**src/irq_edge_pkg.sv**
```systemverilog
// Package: register map, reset values and carrier types for the port
// interrupt edge and source selection block.
// Assumes an APB slave with 32-bit data, one register per aligned word.
package irq_edge_pkg;

  // Printed offsets are not multiples of four: they are word indices
  localparam logic [11:0] edge_polarity_select_idx = 12'hfcd;
  localparam logic [11:0] shared_source_select_idx = 12'hfce;
  // Event status and mask registers of this block
  localparam logic [11:0] irq_status_idx           = 12'hfd0;
  localparam logic [11:0] irq_mask_idx             = 12'hfd1;
  localparam int          addr_w                   = 14;

  localparam logic [7:0]  edge_polarity_rst        = 8'h00;
  localparam logic [7:0]  shared_source_rst        = 8'h00;
  localparam logic [7:0]  irq_status_rst           = 8'h00;
  localparam logic [7:0]  irq_mask_rst             = 8'h00;

  localparam int          lowvolt_pos              = 7;
  localparam int          comparator_pos           = 6;
  localparam int          num_lines                = 8;

  // Raw sources feeding the request lines
  typedef struct packed {
    logic [7:0] port_a_pin;
    logic [7:0] port_d_pin;
    logic       low_voltage_detector;
    logic       comparator0;
  } irq_sources_t;

  // Request pulses toward the interrupt controller
  typedef struct packed {
    logic [7:0] port_a_req;
    logic [7:0] port_d_req;
  } irq_requests_t;

endpackage : irq_edge_pkg

```
**src/irq_edge_detect.sv**
```systemverilog
// Per-line synchroniser and edge detector.
// Assumes input is asynchronous to pclk; output is a one-cycle pulse.
module irq_edge_detect
  import irq_edge_pkg::*;
(
  // Clock and reset
  input  wire logic pclk,
  input  wire logic presetn,
  // Line
  input  wire logic raw_in,
  input  wire logic rising_sel,
  output logic      req_pulse
);

  logic sync1_q, sync1_d;
  logic sync2_q, sync2_d;
  logic prev_q,  prev_d;
  logic pulse_q, pulse_d;

  always_comb begin
    sync1_d = raw_in;
    sync2_d = sync1_q;
    prev_d  = sync2_q;
    if (rising_sel) begin
      pulse_d = sync2_q & ~prev_q;
    end else begin
      pulse_d = ~sync2_q & prev_q;
    end
  end

  // Reset to zero so no spurious edge after release is guaranteed only
  // for pins idling low; a high pin may give one rising pulse
  always_ff @(posedge pclk or negedge presetn) begin
    if (!presetn) begin
      sync1_q <= 1'b0;
      sync2_q <= 1'b0;
      prev_q  <= 1'b0;
      pulse_q <= 1'b0;
    end else begin
      sync1_q <= sync1_d;
      sync2_q <= sync2_d;
      prev_q  <= prev_d;
      pulse_q <= pulse_d;
    end
  end

  assign req_pulse = pulse_q;

endmodule : irq_edge_detect

```
**src/irq_edge_select.sv**
```systemverilog
// Top: edge polarity and shared source selection for port interrupts,
// APB register slave, sticky status with mask and one interrupt line.
// Assumes pins and analog sources are asynchronous to pclk.
//
// Overview of operation
// - Clear polarity bit: falling edge requests
// - Set polarity bit: rising edge requests
// - Per-line select picks pin or internal source on port A lines 7 and 6; other lines stay on pin
// - Bit 7 selects pin 7 or low-voltage
// - Bit 6 selects pin 6 or comparator
module irq_edge_select
  import irq_edge_pkg::*;
(
  // Clock and reset
  input  wire logic                pclk,
  input  wire logic                presetn,
  // APB slave
  input  wire logic                psel,
  input  wire logic                penable,
  input  wire logic                pwrite,
  input  wire logic [addr_w-1:0]   paddr,
  input  wire logic [31:0]         pwdata,
  input  wire logic [3:0]          pstrb,
  output logic      [31:0]         prdata,
  output logic                     pready,
  output logic                     pslverr,
  // Interrupt sources
  input  wire irq_sources_t        sources,
  // Interrupt controller side
  output irq_requests_t            requests,
  output logic                     irq
);

  // Configuration registers, software owned
  logic [7:0]    edge_pol_q, edge_pol_d;
  logic [7:0]    src_sel_q,  src_sel_d;
  logic [7:0]    mask_q,     mask_d;
  // Sticky event status and the level interrupt
  logic [7:0]    status_q,   status_d;
  logic          irq_q,      irq_d;
  // Bus response, loaded at the setup edge
  logic [31:0]   prdata_q,   prdata_d;
  logic          pslverr_q,  pslverr_d;
  // Request pulses toward the interrupt controller
  irq_requests_t req_q,      req_d;
  // Per-line sources and edge detector outputs
  logic [7:0]    alt_src;
  logic [7:0]    pin_pulse;
  logic [7:0]    alt_pulse;
  logic [7:0]    a_pulse;
  logic [7:0]    d_pulse;
  logic [7:0]    new_events;
  // Bus decode
  logic          setup;
  logic          access;
  logic [11:0]   word_idx;
  logic          aligned;
  logic          hit;
  logic          wr_en;
  logic          rd_status;
  logic [7:0]    rd_byte;

  // Alternate sources: only lines 7 and 6 have one, others stay on pin
  always_comb begin
    alt_src                 = sources.port_a_pin;
    alt_src[lowvolt_pos]    = sources.low_voltage_detector;
    alt_src[comparator_pos] = sources.comparator0;
  end

  // Every source gets its own synchroniser and detector; the choice is
  // made on the pulses, so no raw pin is gated before synchronising and
  // a change of select never fakes an edge. Lines without an alternate
  // feed the pin to both detectors: cheap, and keeps the loop uniform.
  genvar g;
  generate
    for (g = 0; g < num_lines; g++) begin : g_line
      irq_edge_detect u_p (
        .pclk       (pclk),
        .presetn    (presetn),
        .raw_in     (sources.port_a_pin[g]),
        .rising_sel (edge_pol_q[g]),
        .req_pulse  (pin_pulse[g])
      );
      irq_edge_detect u_s (
        .pclk       (pclk),
        .presetn    (presetn),
        .raw_in     (alt_src[g]),
        .rising_sel (edge_pol_q[g]),
        .req_pulse  (alt_pulse[g])
      );
      assign a_pulse[g] = src_sel_q[g] ? alt_pulse[g] : pin_pulse[g];
      irq_edge_detect u_d (
        .pclk       (pclk),
        .presetn    (presetn),
        .raw_in     (sources.port_d_pin[g]),
        .rising_sel (edge_pol_q[g]),
        .req_pulse  (d_pulse[g])
      );
    end
  endgenerate

  // Address decode: word index is byte address over four
  assign setup     = psel & ~penable;
  assign access    = psel & penable;
  assign word_idx  = paddr[addr_w-1:2];
  assign aligned   = (paddr[1:0] == 2'h0);
  assign hit       = aligned &&
                     (word_idx == edge_polarity_select_idx ||
                      word_idx == shared_source_select_idx ||
                      word_idx == irq_status_idx ||
                      word_idx == irq_mask_idx);
  // Writes land only at the access edge, and only with lane 0 on
  assign wr_en     = access & pwrite & hit & pstrb[0];
  assign rd_status = access & ~pwrite & hit &
                     (word_idx == irq_status_idx);

  // Read byte of the addressed register
  always_comb begin
    rd_byte = 8'h00;
    if (hit) begin
      unique case (word_idx)
        edge_polarity_select_idx: rd_byte = edge_pol_q;
        shared_source_select_idx: rd_byte = src_sel_q;
        irq_status_idx:           rd_byte = status_q;
        irq_mask_idx:             rd_byte = mask_q;
        default:                  rd_byte = 8'h00;
      endcase
    end
  end

  // Configuration next values
  always_comb begin
    edge_pol_d = edge_pol_q;
    src_sel_d  = src_sel_q;
    mask_d     = mask_q;
    if (wr_en) begin
      unique case (word_idx)
        edge_polarity_select_idx: edge_pol_d = pwdata[7:0];
        shared_source_select_idx: src_sel_d  = pwdata[7:0];
        irq_mask_idx:             mask_d     = pwdata[7:0];
        default:                  ;
      endcase
    end
  end

  // Configuration registers
  always_ff @(posedge pclk or negedge presetn) begin
    if (!presetn) begin
      edge_pol_q <= edge_polarity_rst;
      src_sel_q  <= shared_source_rst;
      mask_q     <= irq_mask_rst;
    end else begin
      edge_pol_q <= edge_pol_d;
      src_sel_q  <= src_sel_d;
      mask_q     <= mask_d;
    end
  end

  // Status: a read clears only the bits it reported, so an event that
  // lands between setup and access waits for the next read
  always_comb begin
    new_events = a_pulse | d_pulse;
    status_d   = status_q;
    if (rd_status) begin
      status_d = status_q & ~prdata_q[7:0];
    end
    // Set wins over read clear so an edge is never lost
    status_d = status_d | new_events;
    irq_d    = |(status_d & mask_d);
  end

  // Status and interrupt registers
  always_ff @(posedge pclk or negedge presetn) begin
    if (!presetn) begin
      status_q <= irq_status_rst;
      irq_q    <= 1'b0;
    end else begin
      status_q <= status_d;
      irq_q    <= irq_d;
    end
  end

  // Response loaded at the setup edge, so it stands through the access
  // phase where a zero-wait master takes it
  always_comb begin
    prdata_d  = prdata_q;
    pslverr_d = 1'b0;
    if (setup) begin
      prdata_d  = 32'h0000_0000;
      pslverr_d = ~hit;
      if (!pwrite) begin
        prdata_d[7:0] = rd_byte;
      end
    end
  end

  // Response registers
  always_ff @(posedge pclk or negedge presetn) begin
    if (!presetn) begin
      prdata_q  <= 32'h0000_0000;
      pslverr_q <= 1'b0;
    end else begin
      prdata_q  <= prdata_d;
      pslverr_q <= pslverr_d;
    end
  end

  // Requests registered for clean timing into the controller
  always_comb begin
    req_d.port_a_req = a_pulse;
    req_d.port_d_req = d_pulse;
  end

  // Request registers
  always_ff @(posedge pclk or negedge presetn) begin
    if (!presetn) begin
      req_q <= '0;
    end else begin
      req_q <= req_d;
    end
  end

  // Zero wait states: pready is the one output not taken from a flop
  assign pready   = 1'b1;
  assign prdata   = prdata_q;
  assign pslverr  = pslverr_q;
  assign requests = req_q;
  assign irq      = irq_q;

endmodule : irq_edge_select

```
**config.mk**
```make
export PLATFORM = sky130hd
export DESIGN_NAME = irq_edge_select
export DESIGN_NICKNAME = d
export VERILOG_FILES = /design/src/irq_edge_pkg.sv /design/src/irq_edge_detect.sv /design/src/irq_edge_select.sv
export SDC_FILE = /design/constraint.sdc
export NUM_CORES = 1
export LEC_CHECK = 0
export BUFFER_PORTS_ARGS = -buffer_cell sky130_fd_sc_hd__buf_2
export CORE_MARGIN = 3
export CORE_UTILIZATION = 52
export DETAILED_ROUTE_END_ITERATION = 12
export MAX_ROUTING_LAYER = met4
export PLACE_DENSITY = 0.75
export SYNTH_ARGS = -nofsm -noshare
export SYNTH_HDL_FRONTEND = slang
export SYNTH_SLANG_ARGS = --single-unit
```
**constraint.sdc**
```tcl
create_clock -name pclk -period 1.6 [get_ports pclk]
set_input_delay 0.32 -clock pclk [delete_from_list [all_inputs] [get_ports pclk]]
set_output_delay 0.32 -clock pclk [all_outputs]
set_load 0.01 [all_outputs]
```
# ---- Yosys cells after proc, flatten, opt, wreduce, memory -nomap -nowiden
# Cells that the tools add are included.
# W data, S select, Z words.
dict set report totals {
  register_bits 130
  input_bits 73
  output_inout_bits 51
  word_cells 208
}
dict set report op_classes {
  eq_ne 4
  n_mux 27
  n_bitwise 88
  n_reduce_logical 8
}
# operator n
set ops {}
lappend ops {{$eq A12 B12 Y1 const B} 4}
lappend ops {{$and A1 B1 Y1} 44}
lappend ops {{$mux W8} 5}
lappend ops {{$not A1 Y1} 39}
lappend ops {{$pmux W8 S4} 1}
lappend ops {{$mux W1} 21}
lappend ops {{$and A8 B8 Y8} 2}
lappend ops {{$or A8 B8 Y8} 2}
lappend ops {{$not A8 Y8} 1}
lappend ops {{$reduce_or A8 Y1} 1}
lappend ops {{$reduce_and A2 Y1} 2}
lappend ops {{$logic_or A1 B1 Y1} 3}
lappend ops {{$logic_not A2 Y1} 1}
lappend ops {{$logic_and A1 B1 Y1} 1}

# ---- Longest topological paths before layout
dict set report depth {
  ltp_word 11
  mapped_depth 7
  depth_no_buf 6
}

# ---- Hierarchy
# A second synthesis with hierarchy kept.
dict set report hier_totals {
  hier_cells 375
  area_unflattened_um2 5576.6
}
# mod n_inst cells_each area_per_inst_um2 seq_area_each_um2
set modules_own_cells {}
lappend modules_own_cells {irq_edge_detect 24 7 122.6 100.1}
lappend modules_own_cells {irq_edge_select 1 207 2633.8 1451.4}

# ---- Worst setup path after synthesis
# OpenSTA, ideal clock, no wires.
dict set report synth_path {
  path_kind {input port to flip-flop}
  startpoint {input paddr[4]}
  endpoint {register irq_q (netlist: irq)}
  t_arrival_ns 2.425
  required_time_ns 1.465
  setup_slack_ns -0.960
  stages 7
  cell_sequence {or4b_1 -> nor4_2 -> and2_1 -> buf_2 -> mux2_2 -> a22oi_1 -> nand4_1}
}
dict set report synth_between {
  word_cells_on_any_way 18
  cone_classes {4 x eq/ne; 3 x mux; 6 x bitwise; 5 x reduce/logical}
}
# item line
set synth_lines {}
lappend synth_lines {{start, declared} irq_edge_select.sv:21} ;# input wire logic [addr_w-1:0] paddr,
lappend synth_lines {{$eq A12 B12 Y1 (on tied branches)} {irq_edge_select.sv:108, irq_edge_select.sv:109}}
lappend synth_lines {{$logic_or A1 B1 Y1} irq_edge_select.sv:108} ;# (word_idx == edge_polarity_select_idx ||
lappend synth_lines {{$logic_or A1 B1 Y1} irq_edge_select.sv:109} ;# word_idx == shared_source_select_idx ||
lappend synth_lines {{$logic_or A1 B1 Y1} irq_edge_select.sv:110} ;# word_idx == irq_status_idx ||
lappend synth_lines {{$logic_and A1 B1 Y1} irq_edge_select.sv:107} ;# assign hit = aligned &&
lappend synth_lines {{$and A1 B1 Y1 (2 in a row)} irq_edge_select.sv:113} ;# assign wr_en = access & pwrite & hit & pstrb[0];
lappend synth_lines {{$mux W8 *} irq_edge_select.sv:136} ;# if (wr_en) begin
lappend synth_lines {{net mask_d[1]} irq_edge_select.sv:37} ;# logic [7:0] mask_q, mask_d;
lappend synth_lines {{$and A8 B8 Y8 *} irq_edge_select.sv:169} ;# irq_d = |(status_d & mask_d);
lappend synth_lines {{$reduce_or A8 Y1 *} irq_edge_select.sv:169}
lappend synth_lines {{net irq_d} irq_edge_select.sv:40} ;# logic irq_q, irq_d;
lappend synth_lines {{end signal, assigned} irq_edge_select.sv:179} ;# irq_q <= irq_d;
lappend synth_lines {{end, declared} irq_edge_select.sv:40}
# Mark *: on every way through the listed nets, which the timed path passes. The rest lies on a longest branch.
# A chain may end at the register's enable or synchronous reset.

# ---- Final worst setup path
dict set report layout_path {
  startpoint {input paddr[7]}
  endpoint {register prdata_q[3] (netlist: prdata[3])}
}
dict set report layout_between {
  elab_chain_len 7
  word_cells_on_any_way 11
  cone_classes {4 x eq/ne; 3 x mux; 4 x reduce/logical}
}
# item line
set layout_rtl {}
lappend layout_rtl {{$eq A12 B12 Y1 (on tied branches)} {irq_edge_select.sv:108, irq_edge_select.sv:121, irq_edge_select.sv:109}}
lappend layout_rtl {{$logic_or A1 B1 Y1} irq_edge_select.sv:108}
lappend layout_rtl {{$logic_or A1 B1 Y1} irq_edge_select.sv:109}
lappend layout_rtl {{$logic_or A1 B1 Y1} irq_edge_select.sv:110}
lappend layout_rtl {{$logic_and A1 B1 Y1} irq_edge_select.sv:107}
lappend layout_rtl {{$mux W8 *} irq_edge_select.sv:120} ;# if (hit) begin
lappend layout_rtl {{$mux W8 *} irq_edge_select.sv:191} ;# if (!pwrite) begin
lappend layout_rtl {{end signal, assigned} irq_edge_select.sv:203} ;# prdata_q <= prdata_d;
lappend layout_rtl {{end, declared} irq_edge_select.sv:42} ;# logic [31:0] prdata_q, prdata_d;
# Mark *: on every way between the ends. The rest lies on a longest branch, timed or not.

==> results_tabular.tex <==
\begin{tabular}{lr}
\hline
Metric & Value \\
\hline
\multicolumn{2}{l}{\textbf{Synth}} \\
\quad Adder and majority cell fraction of the synthesized area & 0\% \\
\quad Share of synthesized registers carrying an async set or reset & 100\% \\
\quad Commonest cells in the synthesized netlist & 130 x dfrtp\_1, 26 x mux2\_2, 25 x buf\_4 \\
\quad Post-synthesis share of cell area spent on and, or, nand and nor gates & 11.4\% \\
\quad Compound-gate portion of the synthesized area & 7.93\% \\
\quad Fraction of the yosys area taken by sequential cells & 69.7\% \\
\quad Main combinational cell family by area after synthesis & simple AND/OR/NAND/NOR gates \\
\quad Multiplexer fraction of the synthesized cell area & 6.27\% \\
\quad Portion of synthesized cell area occupied by the leading cell type & 69.7\% \\
\quad Post-synthesis instance total & 319 \\
\quad Mapped cell area & 0.00467 mm\^{}2 \\
\quad Area share of xor/xnor cells in the synthesized design & 0\% \\
\quad Syn avg cell area & 14.6 um\^{}2 \\
\quad Most frequent cell after synthesis & dfrtp\_1 \\
\quad Predominant post-synthesis flop cell & dfrtp\_1 \\
\quad Number of synthesized register bits & 130 \\
\quad Count of different cell masters after synthesis & 32 \\
\quad Number of enable-type register cells in the synthesized netlist & 0 \\
\quad Leading post-synthesis cells by cell area & dfrtp\_1 70\%, mux2\_2 6.3\%, buf\_4 4.0\% \\
\quad Warnings from Yosys & 0 \\
\quad Largest area contributor in the synthesized netlist & dfrtp\_1 \\
\multicolumn{2}{l}{\textbf{Critical path}} \\
\quad Peak fanout along the critical path & 8 \\
\quad Slack of the worst reg-to-reg path & 0.03 ns \\
\quad Endpoint of the worst-slack reg-to-reg timing path & irq \\
\quad Reg-to-reg startpoint & src\_sel\_q[6] \\
\quad R2r worst-path depth & 4 \\
\quad Worst endpoint data arrival time & 2.22 ns \\
\quad Worst Setup Start Kind & primary input \\
\quad Critical path type & in -> reg \\
\quad Endpoint type of the worst setup path & flip-flop \\
\quad Required time of the critical path & 2.03 ns \\
\multicolumn{2}{l}{\textbf{GRT}} \\
\quad Global route overflow & 0 \\
\quad Via count of the first global-routing pass & 3,336 \\
\quad GRT Resource Usage Total & 22.6\% \\
\quad Number of antenna violations at the first check in global routing & 0 \\
\quad Maximum number of pins on one net before global-route repair & 41 \\
\quad Wire length of the first global-routing pass & 16.6 mm \\
\multicolumn{2}{l}{\textbf{Timing}} \\
\quad Fmax & 561 MHz \\
\quad Final setup violation count & 25 \\
\quad Setup Skew & 0.0120 ns \\
\quad Final-report max-slew violation count & 0 \\
\quad Setup repair after global routing missed its margin & true \\
\quad Final period util & 111\% \\
\quad Final WS setup & -0.183 ns \\
\quad Min Tclk post-route & 1.78 ns \\
\quad Count of final hold-check violations & 0 \\
\quad Worst hold slack across all endpoints & 0.0777 ns \\
\multicolumn{2}{l}{\textbf{Detailed routing}} \\
\quad Detailed-route wire length per cell & 18.2 um \\
\quad Number of remaining DRC errors & 0 \\
\quad Routed wire length & 10.3 mm \\
\quad DRC marker count from the first detailed-route iteration & 215 \\
\quad Antenna viol nets, final & 0 \\
\quad First-pass iteration count of the detailed router & 4 \\
\quad Vias per cell & 5.39 \\
\quad Total number of vias & 3,062 \\
\multicolumn{2}{l}{\textbf{Hold path}} \\
\quad Worst min-delay path endpoint & edge\_pol\_q[0] \\
\quad Hold WC Path Type & in -> reg \\
\quad Beginning of the worst hold path & pwdata[0] \\
\quad Hold-critical path depth & 2 \\
\multicolumn{2}{l}{\textbf{Finish}} \\
\quad Share of layout cells above drive strength 1 & 39.3\% \\
\quad Util after Layout & 73.2\% \\
\quad Number of antenna cells inserted & 0 \\
\quad Number of nets at the end of the flow & 523 \\
\quad Synth-to-Final Area Change & 32.6\% \\
\multicolumn{2}{l}{\textbf{Die}} \\
\quad Initial Utilization & 55.2\% \\
\quad Top-level I/O count & 124 \\
\quad Y dimension of the die & 101 um \\
\quad Row Count & 33 \\
\quad Std-Cell Core Area & 0.00846 mm\^{}2 \\
\quad Overall die area & 0.0102 mm\^{}2 \\
\quad Die W & 101 um \\
\multicolumn{2}{l}{\textbf{Clock network}} \\
\quad Post-CTS clock slew at the launch and capture registers of the worst setup and hold paths & 0.06 ns \\
\quad Cell at the root of the clock tree & clkbuf\_8 \\
\quad Number of buffers between clock root and the deepest sink & 2 \\
\quad Number of levels in the clock H-tree & 4 \\
\quad Worst-Skew Late Latency & 0.52 ns \\
\quad Clock tree from TritonCTS & built \\
\quad Clock buffers created by TritonCTS & 17 \\
\quad Total clock sinks & 130 \\
\multicolumn{2}{l}{\textbf{Place}} \\
\quad Weighted congestion reported at the end of routability-driven placement & 0.816 \\
\quad Post-detail-place hpwl & 6.11 mm \\
\quad IO buf count & 71 \\
\multicolumn{2}{l}{\textbf{Power}} \\
\quad PD cells & 1190 mW/mm\^{}2 \\
\quad Static leakage & 2.92 nW \\
\quad Maximum vdd ir drop & 0.775 mV \\
\multicolumn{2}{l}{\textbf{Job}} \\
\quad Max cap viols & 0 \\
\multicolumn{2}{l}{\textbf{Run status}} \\
\quad Outcome & complete, but fails checks \\
\quad Violations in the final reports & negative setup slack \\
\hline
\end{tabular}
worst max-delay path, cell delays in order:
cell and delay, ns:
buf_6 0.09, nand3b_4 0.14, or4_4 0.55, nor3b_4 0.22, nor3_2 0.07, or4b_4 0.64, o21ai_2 0.17
where the power goes:
group | total [mW] | internal (mW) | switching, mW
registers | 3.46 | 3.40 | 0.0545
logic | 0.333 | 0.151 | 0.182
clock network | 3.61 | 2.16 | 1.45
total | 7.40 | 5.71 | 1.69
placed cells by master, fill, tap and decap left out, types with 4 or more instances in the layout:
cell type | netlist | final
nand2_1 | 13 | 11
nand3b_1 | 17 | 17
inv_6 | 0 | 4
mux2_2 | 26 | 18
mux2_4 | 0 | 8
buf_6 | 0 | 7
clkinvlp_4 | 0 | 6
a22o_1 | 8 | 8
o21ai_0 | 18 | 18
conb_1 | 2 | 25
dfrtp_1 | 130 | 130
nand2b_1 | 18 | 18
a211o_1 | 8 | 8
buf_4 | 25 | 21
nand3_1 | 8 | 7
o21ai_2 | 0 | 6
buf_2 | 3 | 68
dlygate4sd3_1 | 0 | 19
clkbuf_16 | 0 | 16
a221oi_1 | 8 | 8
metal layers:
layer / global-route usage (%) / part of all wire (%) / up-vias
li1: - / - / 1355
met5: - / 0 / -
met1: 25.4 / 39 / 1561
met3: 7.27 / 6.3 / 16
met2: 37.0 / 53 / 130
met4: 9.84 / 1.7 / 0
flip-flops by register name, indices dropped and copies added (netlist names):
signal	cells
prdata	8
g_line.u_s.sync1_q	8
pslverr	1
requests	16
g_line.u_s.prev_q	8
g_line.u_d.prev_d	8
g_line.u_p.prev_q	2
src_sel_q	8
g_line.u_p.prev_d	2
g_line.u_d.prev_q	8
g_line.u_p.req_pulse	2
g_line.u_d.req_pulse	8
irq	1
g_line.u_d.sync1_q	8
status_q	8
edge_pol_q	8
g_line.u_p.sync1_q	2
g_line.u_s.prev_d	8
g_line.u_s.req_pulse	8
mask_q	8
repair_timing:
item	in CTS	in global routing
pin swaps	15	6
hold buffers	19	0
buffers inserted	6	0
setup endpoints to repair	21	25
hold endpoints to repair	46	0
gates resized for setup	19	4
kinds of logic after synthesis:
kind of cell	Yosys count
AO/OA/AOI/OAI	54
multiplexers	26
other	2
buffers and inverters	31
AND/OR/NAND/NOR	76
flip-flops	130
through the flow:
| stage | power (mW) | TNS [ns] | instance area, um^2 | setup slack (ns) | instances |
|---|---|---|---|---|---|
| after floorplan | 3.63 | -16.78 | 4820 | -0.692 | 342 |
| after global placement | 3.79 | -19.85 | 5310 | -0.698 | 512 |
| after detailed placement | 3.81 | -21.17 | 5310 | -0.717 | 512 |
| after CTS | 7.46 | -1.23 | 6190 | -0.158 | 569 |
| after global routing | 7.66 | -2.89 | 6190 | -0.204 | 568 |
| final | 7.40 | -2.21 | 6190 | -0.183 | 568 |
cell type report:
cell class / instances / area [um^2]
clock buffers: 19 / 442
clock inverters: 13 / 124
fillers: 503 / 2270
inverters: 1 / 3.75
multi-input cells: 181 / 1400
flip-flops and latches: 130 / 3250
well taps: 105 / 131
repair buffers: 119 / 842
how the worst max path moves through the flow:
stage | startpoint | end | slack (ns) | cells after the start
after floorplan | paddr[12] | prdata[0] | -0.69 | 7
after global placement | paddr[3] | irq | -0.70 | 8
after detailed placement | paddr[3] | irq | -0.72 | 8
after CTS | paddr[5] | irq | -0.16 | 8
after global routing | paddr[7] | prdata[1] | -0.20 | 7
final | paddr[7] | prdata[3] | -0.18 | 7
Note: power is estimated with default switching activity, not from simulation.
